**config.mk**
```make
export PLATFORM = sky130hd
export DESIGN_NAME = srs_device_flat
export DESIGN_NICKNAME = d
export VERILOG_FILES = /design/src/verilog/srs_pkg.sv /design/src/verilog/srs_link_if.sv /design/src/verilog/srs_device.sv /design/src/flat_wrapper.sv
export VERILOG_INCLUDE_DIRS = /design/src /design/src/verilog
export SDC_FILE = /design/constraint.sdc
export NUM_CORES = 1
export LEC_CHECK = 0
export ABC_AREA = 1
export BUFFER_PORTS_ARGS = -buffer_cell sky130_fd_sc_hd__buf_4
export CAP_MARGIN = 30
export CORE_AREA = 2 2 184 276
export DETAILED_ROUTE_END_ITERATION = 10
export DIE_AREA = 0 0 186 278
export PLACE_DENSITY = 0.61
export SYNTH_ARGS = -nofsm -noshare
export SYNTH_HDL_FRONTEND = slang
export SYNTH_SLANG_ARGS = --single-unit
```
**constraint.sdc**
```tcl
create_clock -name ref_clk_i -period 3.6 [get_ports ref_clk_i]
set_input_delay 0 -clock ref_clk_i [delete_from_list [all_inputs] [get_ports ref_clk_i]]
set_output_delay 0 -clock ref_clk_i [all_outputs]
set_load 0.02 [all_outputs]
```
**src/verilog/srs_params.svh**
```systemverilog
// Constants of the serial register access link: frame codes, frame sizes,
// checksum seed and polynomial, timing counts.
// Assumes inclusion by the package and both ends; plain definitions only.
//
// Overview of operation
// (RULE_01) Full-duplex link, separate transmit and receive pairs
// (RULE_02) Shared line; drive answers only own frames
// (RULE_03) First byte is node identifier; match required
// (RULE_04) Bit rate from setting; both ends equal
// (RULE_05) Read request: id, 03, address, count, CRC
// (RULE_06) Read reply: id, 03, 2N, words, CRC
// (RULE_07) Write request 06; drive writes, echoes frame
// (RULE_08) Modbus CRC-16; bad frames silently dropped
`ifndef SRS_PARAMS_SVH
`define SRS_PARAMS_SVH

`define SRS_FN_READ      8'h03
`define SRS_FN_WRITE     8'h06
`define SRS_REQ_LEN      4'h8
`define SRS_CRC_INIT     16'hFFFF
`define SRS_CRC_POLY     16'hA001
`define SRS_MAX_NODES    32
`define SRS_MAX_REGS     16
`define SRS_GAP_BITS     22'h000023
`define SRS_RSP_TIMEOUT  250000

`endif

```
**src/verilog/srs_pkg.sv**
```systemverilog
// Types and the frame checksum shared by both ends of the link.
// Assumes srs_params.svh on the include path.
`include "srs_params.svh"

package srs_pkg;

  typedef enum logic [3:0] {
    DEV_IDLE  = 4'b0000,
    DEV_CHECK = 4'b0001,
    DEV_ECHO  = 4'b0010,
    DEV_HDR   = 4'b0011,
    DEV_FETCH = 4'b0100,
    DEV_WAIT  = 4'b0101,
    DEV_LATCH = 4'b0110,
    DEV_DATA  = 4'b0111,
    DEV_CRC   = 4'b1000,
    DEV_DRAIN = 4'b1001
  } srs_dev_state_e;

  typedef enum logic [1:0] {
    HST_IDLE = 2'b00,
    HST_SEND = 2'b01,
    HST_WAIT = 2'b10
  } srs_hst_state_e;

  // Serial byte engine shared in shape by both ends
  typedef struct packed {
    logic        rx_busy;
    logic [3:0]  rx_bit;
    logic [15:0] rx_cnt;
    logic [7:0]  rx_sh;
    logic        tx_busy;
    logic [3:0]  tx_bit;
    logic [15:0] tx_cnt;
    logic [9:0]  tx_sh;
    logic        txd;
  } srs_uart_s;

  typedef struct packed {
    srs_dev_state_e st;
    srs_uart_s      u;
    logic           oe_n;
    logic [21:0]    gap;
    logic [3:0]     idx;
    logic [3:0]     k;
    logic [7:0][7:0] buf_b;
    logic [15:0]    crc;
    logic [15:0]    addr;
    logic [7:0]     left;
    logic           lo;
    logic [15:0]    word;
    logic           rd;
    logic           wr;
    logic [15:0]    wdata;
  } srs_dev_s;

  typedef struct packed {
    srs_hst_state_e st;
    srs_uart_s      u;
    logic           ready;
    logic [5:0][7:0] req;
    logic [3:0]     k;
    logic [8:0]     j;
    logic [8:0]     len;
    logic [15:0]    crc;
    logic [7:0]     crc_hi;
    logic [7:0]     word_hi;
    logic           err;
    logic [31:0]    tmo;
    logic           word_valid;
    logic [15:0]    word;
    logic           done;
    logic [1:0]     status;
  } srs_hst_s;

  // One byte of the Modbus CRC-16, reflected form
  function automatic logic [15:0] srs_crc_byte(input logic [15:0] crc,
                                               input logic [7:0]  b);
    logic [15:0] c;
    c = crc ^ {8'h00, b};
    for (int i = 0; i < 8; i++) begin
      c = c[0] ? ((c >> 1) ^ `SRS_CRC_POLY) : (c >> 1);
    end
    return c;
  endfunction : srs_crc_byte

endpackage : srs_pkg

```
**src/verilog/srs_link_if.sv**
```systemverilog
// Two-pair serial link between controller and drive.
// Assumes the bench models further drives by their own enables.
`timescale 1ns/1ps
`default_nettype none

interface srs_link_if;
  logic ctl_txd;       // Controller transmit pair, drive receive
  logic dev_txd;       // Drive transmit data
  logic dev_txd_oe_n;  // Drive transmit enable, low while driving
  logic dev_line;      // Resolved drive-to-controller pair

  // Undriven shared pair idles at mark level
  assign dev_line = dev_txd_oe_n ? 1'b1 : dev_txd;

  modport device (input ctl_txd, output dev_txd, output dev_txd_oe_n);
  modport host   (output ctl_txd, input dev_line);
endinterface : srs_link_if

`default_nettype wire

```
**src/verilog/srs_device.sv**
```systemverilog
// Drive end: decodes request frames and serves register read and write.
// Assumes a register space on the user side that answers a read one
// cycle after the read strobe, and a controller at the same bit rate.
`timescale 1ns/1ps
`default_nettype none
`include "srs_params.svh"

module srs_device #(
  parameter int unsigned MAX_REGS = `SRS_MAX_REGS
) (
  // Clock and reset
  input  wire logic        ref_clk_i,
  input  wire logic        rst_n_i,
  input  wire logic        ce_i,
  // Link
  srs_link_if.device       link,
  // Settings
  input  wire logic [7:0]  node_identifier_setting_i,
  input  wire logic [15:0] line_rate_setting_i,
  // Register space
  output logic [15:0]      reg_addr_o,
  output logic             reg_rd_o,
  input  wire logic [15:0] reg_rdata_i,
  output logic             reg_wr_o,
  output logic [15:0]      reg_wdata_o
);

  srs_pkg::srs_dev_s r_reg;
  srs_pkg::srs_dev_s r_next;
  logic              rx_done;
  logic              ld;
  logic              ld_crc;
  logic [7:0]        ld_byte;
  logic [7:0]        rxb;
  logic [21:0]       gap_lim;
  logic              hit;

  always_comb begin
    r_next = r_reg;
    rx_done = 1'b0;
    ld = 1'b0;
    ld_crc = 1'b1;
    ld_byte = 8'h00;
    rxb = r_reg.u.rx_sh;
    r_next.rd = 1'b0;
    r_next.wr = 1'b0;
    // Silence of 3.5 characters marks a frame boundary
    gap_lim = 22'({6'h00, line_rate_setting_i} * `SRS_GAP_BITS);
    hit = r_reg.buf_b[0] == node_identifier_setting_i
          && r_reg.crc == {r_reg.buf_b[6], r_reg.buf_b[7]};
    // Receiver, samples mid-bit
    if (!r_reg.u.rx_busy) begin
      if (!link.ctl_txd) begin
        r_next.u.rx_busy = 1'b1;
        r_next.u.rx_bit = 4'h0;
        r_next.u.rx_cnt = {1'b0, line_rate_setting_i[15:1]};  // RULE_04
      end
    end else if (r_reg.u.rx_cnt != 16'h0000) begin
      r_next.u.rx_cnt = r_reg.u.rx_cnt - 16'h0001;
    end else begin
      r_next.u.rx_cnt = line_rate_setting_i - 16'h0001;
      r_next.u.rx_bit = r_reg.u.rx_bit + 4'h1;
      if (r_reg.u.rx_bit == 4'h0) begin
        if (link.ctl_txd) r_next.u.rx_busy = 1'b0;
      end else if (r_reg.u.rx_bit < 4'h9) begin
        r_next.u.rx_sh = {link.ctl_txd, r_reg.u.rx_sh[7:1]};
      end else begin
        r_next.u.rx_busy = 1'b0;
        rx_done = link.ctl_txd;
      end
    end
    // Gap timer runs only while the line is quiet
    if (r_reg.u.rx_busy || rx_done) begin
      r_next.gap = 22'h000000;
    end else if (r_reg.gap != gap_lim) begin
      r_next.gap = r_reg.gap + 22'h000001;
    end
    case (r_reg.st)
      srs_pkg::DEV_IDLE: begin
        r_next.oe_n = 1'b1;
        if (rx_done) begin
          r_next.buf_b[r_reg.idx[2:0]] = rxb;
          r_next.idx = r_reg.idx + 4'h1;
          if (r_reg.idx == 4'h0) begin
            r_next.crc = srs_pkg::srs_crc_byte(`SRS_CRC_INIT, rxb);
          end else if (r_reg.idx < 4'h6) begin
            r_next.crc = srs_pkg::srs_crc_byte(r_reg.crc, rxb);  // RULE_08
          end
          if (r_reg.idx == `SRS_REQ_LEN - 4'h1) begin
            r_next.st = srs_pkg::DEV_CHECK;  // RULE_05
          end
        end else if (r_reg.gap == gap_lim) begin
          r_next.idx = 4'h0;  // Resync after foreign or broken frames
        end
      end
      srs_pkg::DEV_CHECK: begin
        r_next.idx = 4'h0;
        r_next.k = 4'h0;
        r_next.addr = {r_reg.buf_b[2], r_reg.buf_b[3]};
        r_next.left = r_reg.buf_b[5];
        r_next.st = srs_pkg::DEV_IDLE;
        if (!hit) begin
          r_next.st = srs_pkg::DEV_IDLE;  // RULE_02 RULE_03 RULE_08
        end else if (r_reg.buf_b[1] == `SRS_FN_WRITE) begin
          r_next.wr = 1'b1;  // RULE_07
          r_next.wdata = {r_reg.buf_b[4], r_reg.buf_b[5]};
          r_next.st = srs_pkg::DEV_ECHO;
        end else if (r_reg.buf_b[1] == `SRS_FN_READ
                     && r_reg.buf_b[4] == 8'h00 && r_reg.buf_b[5] != 8'h00
                     && {8'h00, r_reg.buf_b[5]} <= 16'(MAX_REGS)) begin
          r_next.st = srs_pkg::DEV_HDR;
        end
        if (hit) begin
          r_next.crc = `SRS_CRC_INIT;
          r_next.oe_n = 1'b0;  // Take the shared pair on every own frame with a good check word, for one cycle when it is refused
        end
      end
      srs_pkg::DEV_ECHO: begin
        if (!r_reg.u.tx_busy) begin
          ld = 1'b1;
          ld_byte = r_reg.buf_b[r_reg.k[2:0]];  // RULE_07
          r_next.k = r_reg.k + 4'h1;
          if (r_reg.k == 4'h5) begin
            r_next.k = 4'h0;
            r_next.st = srs_pkg::DEV_CRC;
          end
        end
      end
      srs_pkg::DEV_HDR: begin
        if (!r_reg.u.tx_busy) begin
          ld = 1'b1;
          r_next.k = r_reg.k + 4'h1;
          if (r_reg.k == 4'h0) begin
            ld_byte = node_identifier_setting_i;  // RULE_03
          end else if (r_reg.k == 4'h1) begin
            ld_byte = `SRS_FN_READ;
          end else begin
            ld_byte = {r_reg.left[6:0], 1'b0};  // RULE_06
            r_next.st = srs_pkg::DEV_FETCH;
          end
        end
      end
      srs_pkg::DEV_FETCH: begin
        r_next.rd = 1'b1;
        r_next.st = srs_pkg::DEV_WAIT;
      end
      srs_pkg::DEV_WAIT: r_next.st = srs_pkg::DEV_LATCH;
      srs_pkg::DEV_LATCH: begin
        r_next.word = reg_rdata_i;
        r_next.lo = 1'b0;
        r_next.st = srs_pkg::DEV_DATA;
      end
      srs_pkg::DEV_DATA: begin
        if (!r_reg.u.tx_busy) begin
          ld = 1'b1;
          ld_byte = r_reg.lo ? r_reg.word[7:0] : r_reg.word[15:8];  // RULE_06
          r_next.lo = 1'b1;
          if (r_reg.lo) begin
            r_next.addr = r_reg.addr + 16'h0001;  // Ascending addresses
            r_next.left = r_reg.left - 8'h01;
            r_next.k = 4'h0;
            r_next.st = (r_reg.left == 8'h01) ? srs_pkg::DEV_CRC
                                              : srs_pkg::DEV_FETCH;
          end
        end
      end
      srs_pkg::DEV_CRC: begin
        if (!r_reg.u.tx_busy) begin
          ld = 1'b1;
          ld_crc = 1'b0;
          ld_byte = r_reg.k[0] ? r_reg.crc[7:0] : r_reg.crc[15:8];  // RULE_08
          r_next.k = r_reg.k + 4'h1;
          if (r_reg.k[0]) r_next.st = srs_pkg::DEV_DRAIN;
        end
      end
      srs_pkg::DEV_DRAIN: begin
        // Hold the pair until the stop bit of the last byte is out
        if (!r_reg.u.tx_busy) begin
          r_next.oe_n = 1'b1;
          r_next.st = srs_pkg::DEV_IDLE;
        end
      end
      default: r_next.st = srs_pkg::DEV_IDLE;
    endcase
    // Transmitter, 8N1
    if (ld) begin
      r_next.u.tx_sh = {1'b1, ld_byte, 1'b0};
      r_next.u.tx_busy = 1'b1;
      r_next.u.tx_bit = 4'h0;
      r_next.u.tx_cnt = line_rate_setting_i - 16'h0001;
      r_next.u.txd = 1'b0;  // RULE_01
      if (ld_crc) r_next.crc = srs_pkg::srs_crc_byte(r_reg.crc, ld_byte);
    end else if (r_reg.u.tx_busy) begin
      if (r_reg.u.tx_cnt != 16'h0000) begin
        r_next.u.tx_cnt = r_reg.u.tx_cnt - 16'h0001;
      end else begin
        r_next.u.tx_cnt = line_rate_setting_i - 16'h0001;
        if (r_reg.u.tx_bit == 4'h9) begin
          r_next.u.tx_busy = 1'b0;
        end else begin
          r_next.u.tx_bit = r_reg.u.tx_bit + 4'h1;
          r_next.u.tx_sh = {1'b1, r_reg.u.tx_sh[9:1]};
          r_next.u.txd = r_reg.u.tx_sh[1];
        end
      end
    end
  end

  // State register, frozen while the clock enable is low
  always_ff @(posedge ref_clk_i or negedge rst_n_i) begin
    if (!rst_n_i) begin
      r_reg <= '0;
      r_reg.u.txd <= 1'b1;
      r_reg.oe_n <= 1'b1;
    end else if (ce_i) begin
      r_reg <= r_next;
    end
  end

  assign link.dev_txd      = r_reg.u.txd;
  assign link.dev_txd_oe_n = r_reg.oe_n;
  assign reg_addr_o        = r_reg.addr;
  assign reg_rd_o          = r_reg.rd;
  assign reg_wr_o          = r_reg.wr;
  assign reg_wdata_o       = r_reg.wdata;

endmodule : srs_device

`default_nettype wire

```
**src/flat_wrapper.sv**
```systemverilog
// flat-port wrapper written by rule: the top's interface ports become plain ports
module srs_device_flat 
#(
  parameter int unsigned MAX_REGS = `SRS_MAX_REGS
)
  (ref_clk_i, rst_n_i, ce_i, node_identifier_setting_i, line_rate_setting_i, reg_addr_o, reg_rd_o, reg_rdata_i, reg_wr_o, reg_wdata_o, link_ctl_txd, link_dev_txd, link_dev_txd_oe_n);
  srs_link_if link_i ();
  input  wire logic ref_clk_i;
  input  wire logic rst_n_i;
  input  wire logic ce_i;
  input  wire logic [7:0] node_identifier_setting_i;
  input  wire logic [15:0] line_rate_setting_i;
  output logic [15:0] reg_addr_o;
  output logic reg_rd_o;
  input  wire logic [15:0] reg_rdata_i;
  output logic reg_wr_o;
  output logic [15:0] reg_wdata_o;
  input wire logic [$bits(link_i.ctl_txd)-1:0] link_ctl_txd;
  output wire logic [$bits(link_i.dev_txd)-1:0] link_dev_txd;
  output wire logic [$bits(link_i.dev_txd_oe_n)-1:0] link_dev_txd_oe_n;
  assign link_i.ctl_txd = link_ctl_txd;
  assign link_dev_txd = link_i.dev_txd;
  assign link_dev_txd_oe_n = link_i.dev_txd_oe_n;
  srs_device #(.MAX_REGS(MAX_REGS)) u_core (.ref_clk_i(ref_clk_i), .rst_n_i(rst_n_i), .ce_i(ce_i), .link(link_i), .node_identifier_setting_i(node_identifier_setting_i), .line_rate_setting_i(line_rate_setting_i), .reg_addr_o(reg_addr_o), .reg_rd_o(reg_rd_o), .reg_rdata_i(reg_rdata_i), .reg_wr_o(reg_wr_o), .reg_wdata_o(reg_wdata_o));
endmodule
```
# Yosys cells after proc, flatten, opt, wreduce, memory -nomap -nowiden
# Index checks and enable logic that the tools add are counted.
[totals]
register_bits = 235
latch_bits = 0
ram_bits = 0
romBits = 0
inputBits = 44
out_inout_bits = 36
n_memories = 0
[classes]
addsub = 10
mul = 1
div = 0
magnitude_cmp = 6
n_eq_ne = 39
n_shift = 0
mux = 107
bitwise = 29
n_reduce_logical = 38
[ops]
columns = ["cell", "count"]
rows = [
  ["16-bit two-way mux", 32],
  ["4-bit two-way mux", 23],
  ["8-bit two-way mux", 10],
  ["2-bit inverter with 3-bit output", 24],
  ["64-bit bitwise mux", 1],
  ["32-bit two-way mux", 2],
  ["17-bit two-way mux", 3],
  ["24-bit case mux with 2 select lines", 1],
  ["16-bit by 1-bit subtractor with 16-bit output (second input constant)", 3],
  ["22-bit two-way mux", 2],
  ["21-bit two-way mux", 2],
  ["4-bit case mux with 10 select lines", 1],
  ["16-bit case mux with 2 select lines", 1],
  ["8-bit case mux with 4 select lines", 1],
  ["16-bit nonzero test", 2],
  ["16-bit by 8-bit XOR with 16-bit output", 2],
  ["25-bit two-way mux", 1],
  ["8-bit binary-select mux with 3-bit select", 1],
  ["8-bit demux with 3-bit select", 1],
  ["4-bit by 3-bit == test with 1-bit output (second input constant)", 6],
  ["24-bit two-way mux", 1],
  ["22-bit by 1-bit adder with 22-bit output (second input constant)", 1],
  ["22-bit == test", 1],
  ["16-bit by 6-bit multiplier with 22-bit output (second input constant)", 1],
  ["46 further kinds", 107],
]

# Longest topological paths before layout
[logic_depth]
ltp_word = 24
ltp_mapped = 25
ltp_nobuf = 25

# Worst setup path after synthesis
# Ideal clock, no wire load.
[synth_timing]
path_type = "input to register"
from = "in line_rate_setting_i[8]"
to = "reg u_core.r_reg[149] in the netlist's numbering"
setup_ns = 0.118
arrival_ns = 3.250
t_required_ns = 3.482
slack_ns = 0.232
path_stages = 22
path_buffers = 1
cell_sequence = "inv_1 ha_1 ha_1 inv_1 fa_1 inv_1 ha_1 nand2_1 nand2_1 inv_1 o21a_1 nand3_1 a21oi_1 o21ai_1 or2_2 nand3b_1 nand3_1 nor2_2 nand4_2 buf_2 nand3_1 nand2_1"
[synth_between]
elab_chain_len = 4
[synth_lines]
columns = ["item", "line_no", "source"]
rows = [
  ["start, declared", "flat_wrapper.sv:12", "input wire logic [15:0] line_rate_setting_i;"],
  ["16-bit by 6-bit multiplier with 22-bit output (no source line)", "-", ""],
  ["22-bit != test", "srs_device.sv:75", "end else if (r_reg.gap != gap_lim) begin"],
  ["2-bit nonzero test (no source line)", "-", ""],
  ["2-bit AND reduction (no source line)", "-", ""],
  ["end signal, assigned", "srs_device.sv:216", "r_reg <= r_next;"],
  ["end, declared", "srs_device.sv:28", "srs_pkg::srs_dev_s r_reg;"],
]
# Every way passes these cells.
# A chain may end at the register's enable or synchronous reset.

# Final worst setup path
[layout_timing]
from = "in line_rate_setting_i[15]"
to = "reg u_core.r_reg[148] in the netlist's numbering"
# The elaborated chain is that of the path after synthesis.

==> metrics.txt <==
Pins Over Slew Limit 0; P_leak 0.00930 µW; critical-path maximum fanout 5; register area share after synthesis 34.4%; Post-Layout Cell Count just over 3000; worst path required time between 4 and 5 ns; Die ar. 51700 µm²; Worst Path Arrival 3.91 ns; Setup crit start kind primary input; drt wl/cell 18.1 µm; Syn-to-layout area delta 17.7%; starting density of the core 34.5%; worst hold path class in -> reg; met3 wire len 2320 µm; first-pass GRT wire length 87700 µm; crit end category flop; DRT iter0 DRCs 1160; Avg Inst Size Synth 7.42 µm²; post-synthesis register bit count 234; Clock H-tree levels 1; footprint of the multi-input gates 9700 µm²; fin crit period roughly 3.4 ns; routed vias/inst 5.28; worst slew pin tran 0.910 ns; # IOs 80; most common cell after layout, fill and taps aside nand2_1; # rows 100; ys async rst share 100%; Design Power 7920 µW; Filler Cells Inserted roughly 5100; leading register cell type out of synthesis dfrtp_1; cell area after synthesis around 17000 µm²; pre-CTS WS -0.0978 ns; post-route ant nets 0; Fmax achieved between 0.2 and 0.3 GHz; Worst Skew 0.0131 ns; Routed met1 length 20600 µm; fraction of final layout cells sized beyond drive strength 1 12.6%; via count 16300; WS Path Type in -> reg; most frequent cells in the layout nand2_1, inv_1, o21ai_0; Buffers on Ports 79; Mapped Nets roughly 2400; setup ws final 0.169 ns; vias in the first global route 16400; number of iterations in the first detailed-routing pass 5; DRC errors left 0; Tot GR Track Use 21.4%; Pwr Density 395 nW/µm²; Num CTS Buffers 27; gpl congestion 0.963; top layer in use met4; CTS Sinks about 230; Total Wirelength approximately 56000 µm; outcome finished, final reports clean; CTS root buffer clkbuf_16; Final Core Density 40.6%; initial antenna violation count 0; GRT overflow 0; die width 186 µm; # nets final roughly 2500; max reg flops 190; Post-synth EDFFs 0; YS warnings 0; CTS tree done; post-synthesis cell type count 66; pin count of the biggest net entering global routing 114; Gate Count Post-Synth around 2300; final setup vio count 0; Die Span Y 278 µm; DP HPWL 41700 µm; Final Hold Viols 0; Clock Pin Slew Worst Setup and Hold Paths 0.07 ns; Clock Path Buffers 3; CP max stage cell dlygate4sd3_1; routed length on met2 between 20000 and 30000 µm; maximum VDD drop around 0.31 mV; worst skew pair latency 0.56 ns; core area 49400 µm²; Seq. cell area 5860 µm²; Final Cycle Share 95.3%; critical path's largest stage delay 0.56 ns; max-cap violation count 0; placed insts 2996; worst-path cell chain dlygate4sd3_1 > buf_4 > ha_1 > ha_1 > inv_1 > fa_1 > inv_1 > ha_2 > a21oi_1 > o21ai_1 > a21oi_2 > o21ai_1 > or2_2 > nand3b_1 > nand3_1 > nor2_2 > nand3_2 > nand2_4 > clkbuf_16 > nand3_1 > o21ai_0; max_slew headroom between 30% and 40%; diodes inserted 0; sum of negative setup slack 0 ns
-- where the power goes --
part	total, µW	internal, µW	switching, µW
combinational	1870	787	1080
sequential	2940	2770	171
clock	3110	1890	1220
total	7920	5440	2470
-- synthesized netlist by cell type (3+ instances only) --
cell | n | area [µm²]
nand2_1 | 468 | 1760
inv_1 | 262 | 983
o21ai_0 | 247 | 1240
dfrtp_1 | 232 | 5810
nor2_1 | 174 | 653
nand3_1 | 169 | 846
xor2_1 | 101 | 885
a21oi_1 | 100 | 500
ha_1 | 78 | 976
clkbuf_1 | 57 | 214
nand4_1 | 43 | 269
xnor2_1 | 38 | 333
buf_4 | 36 | 270
nor3_1 | 25 | 125
nor4_1 | 18 | 113
a22oi_1 | 17 | 128
buf_2 | 16 | 80.1
o211ai_1 | 15 | 113
a31oi_1 | 14 | 87.6
o22ai_1 | 14 | 87.6
nand2_2 | 13 | 81.3
fa_1 | 12 | 240
mux2_2 | 12 | 135
o221ai_1 | 11 | 96.3
or2_2 | 8 | 50.1
a221oi_1 | 7 | 61.3
nor2_4 | 7 | 78.8
o21ai_1 | 7 | 35.0
o31ai_1 | 7 | 52.6
a211oi_1 | 6 | 45.0
clkinv_1 | 6 | 22.5
nor3b_1 | 6 | 45.0
inv_2 | 5 | 18.8
nor2_2 | 5 | 31.3
a32oi_1 | 4 | 35.0
nand3_2 | 4 | 40.0
a2111o_1 | 3 | 33.8
a21o_1 | 3 | 22.5
a2bb2oi_1 | 3 | 26.3
and3_1 | 3 | 18.8
buf_1 | 3 | 11.3
buf_6 | 3 | 33.8
mux2_1 | 3 | 33.8
o2111ai_1 | 3 | 26.3
-- path summary, 6_finish.rpt --
check,from,to,cells after the start,slack (ns)
worst max-delay path,line_rate_setting_i[15],u_core.r_reg[148],21,0.17
worst min-delay path,line_rate_setting_i[10],u_core.r_reg[219],4,0.03
worst max register to register,u_core.r_reg[210],u_core.r_reg[70],14,0.38
worst min register to register,u_core.link.dev_txd,u_core.link.dev_txd,2,0.47
max in group asynchronous,rst_n_i,u_core.r_reg[157],3,2.58
min in group asynchronous,rst_n_i,u_core.r_reg[39],2,0.14
-- worst max-delay path, delay by kind of cell --
kind	cells	cell delay, ns
AO/OA/AOI/OAI	5	0.56
AND/OR/NAND/NOR	7	0.96
buffers and inverters	5	0.99
adder cells (fa/ha/maj)	4	1.39
-- routing by layer --
layer | vias up | track usage [%]
met2 | 488 | 39.1
met5 | - | 0
met3 | 155 | 2.02
met1 | 7806 | 23.3
li1 | 7834 | -
met4 | 0 | 13.9
-- kinds of logic (layout without fill, tap and decap cells) --
kind of cell	Yosys count	count (layout)	share of synthesized area, %
buffers and inverters	391	516	9.69
adders and majority gates	90	90	7.14
AOI/OAI and AO/OA	471	471	15.7
xor gates and xnor gates	139	139	7.14
and+or+nand+nor	957	957	25.0
muxes	15	15	0.991
DFF	234	234	34.4
-- metrics by stage --
| stage | area (µm²) | hold WS, ns |
|---|---|---|
| 2_1_floorplan | 17000 | -0.296 |
| 3_5_place_dp | 18500 | 0.175 |
| 5_1_grt | 20000 | 0.0589 |
| 4_1_cts | 19800 | 0.0105 |
| 3_3_place_gp | 18500 | 0.172 |
| 6_report | 20000 | 0.0269 |
-- final cells by class --
cell class	instances	share of cell area [%]
Multi-Input combinational cell	1672	48.4
Sequential cell	234	29.2
Timing Repair Buffer	193	8.21
Inverter	274	5.14
Tap cell	663	4.14
Clock buffer	33	3.68
Clock inverter	16	1.23
-- timing repair --
item | in CTS | in global routing
hold buffers | 34 | 0
resized for setup | 0 | 35
setup buffers | 0 | 3
hold endpoints to repair | 164 | 0
setup endpoints to repair | 0 | 26
(Power assumes the default switching activity.)
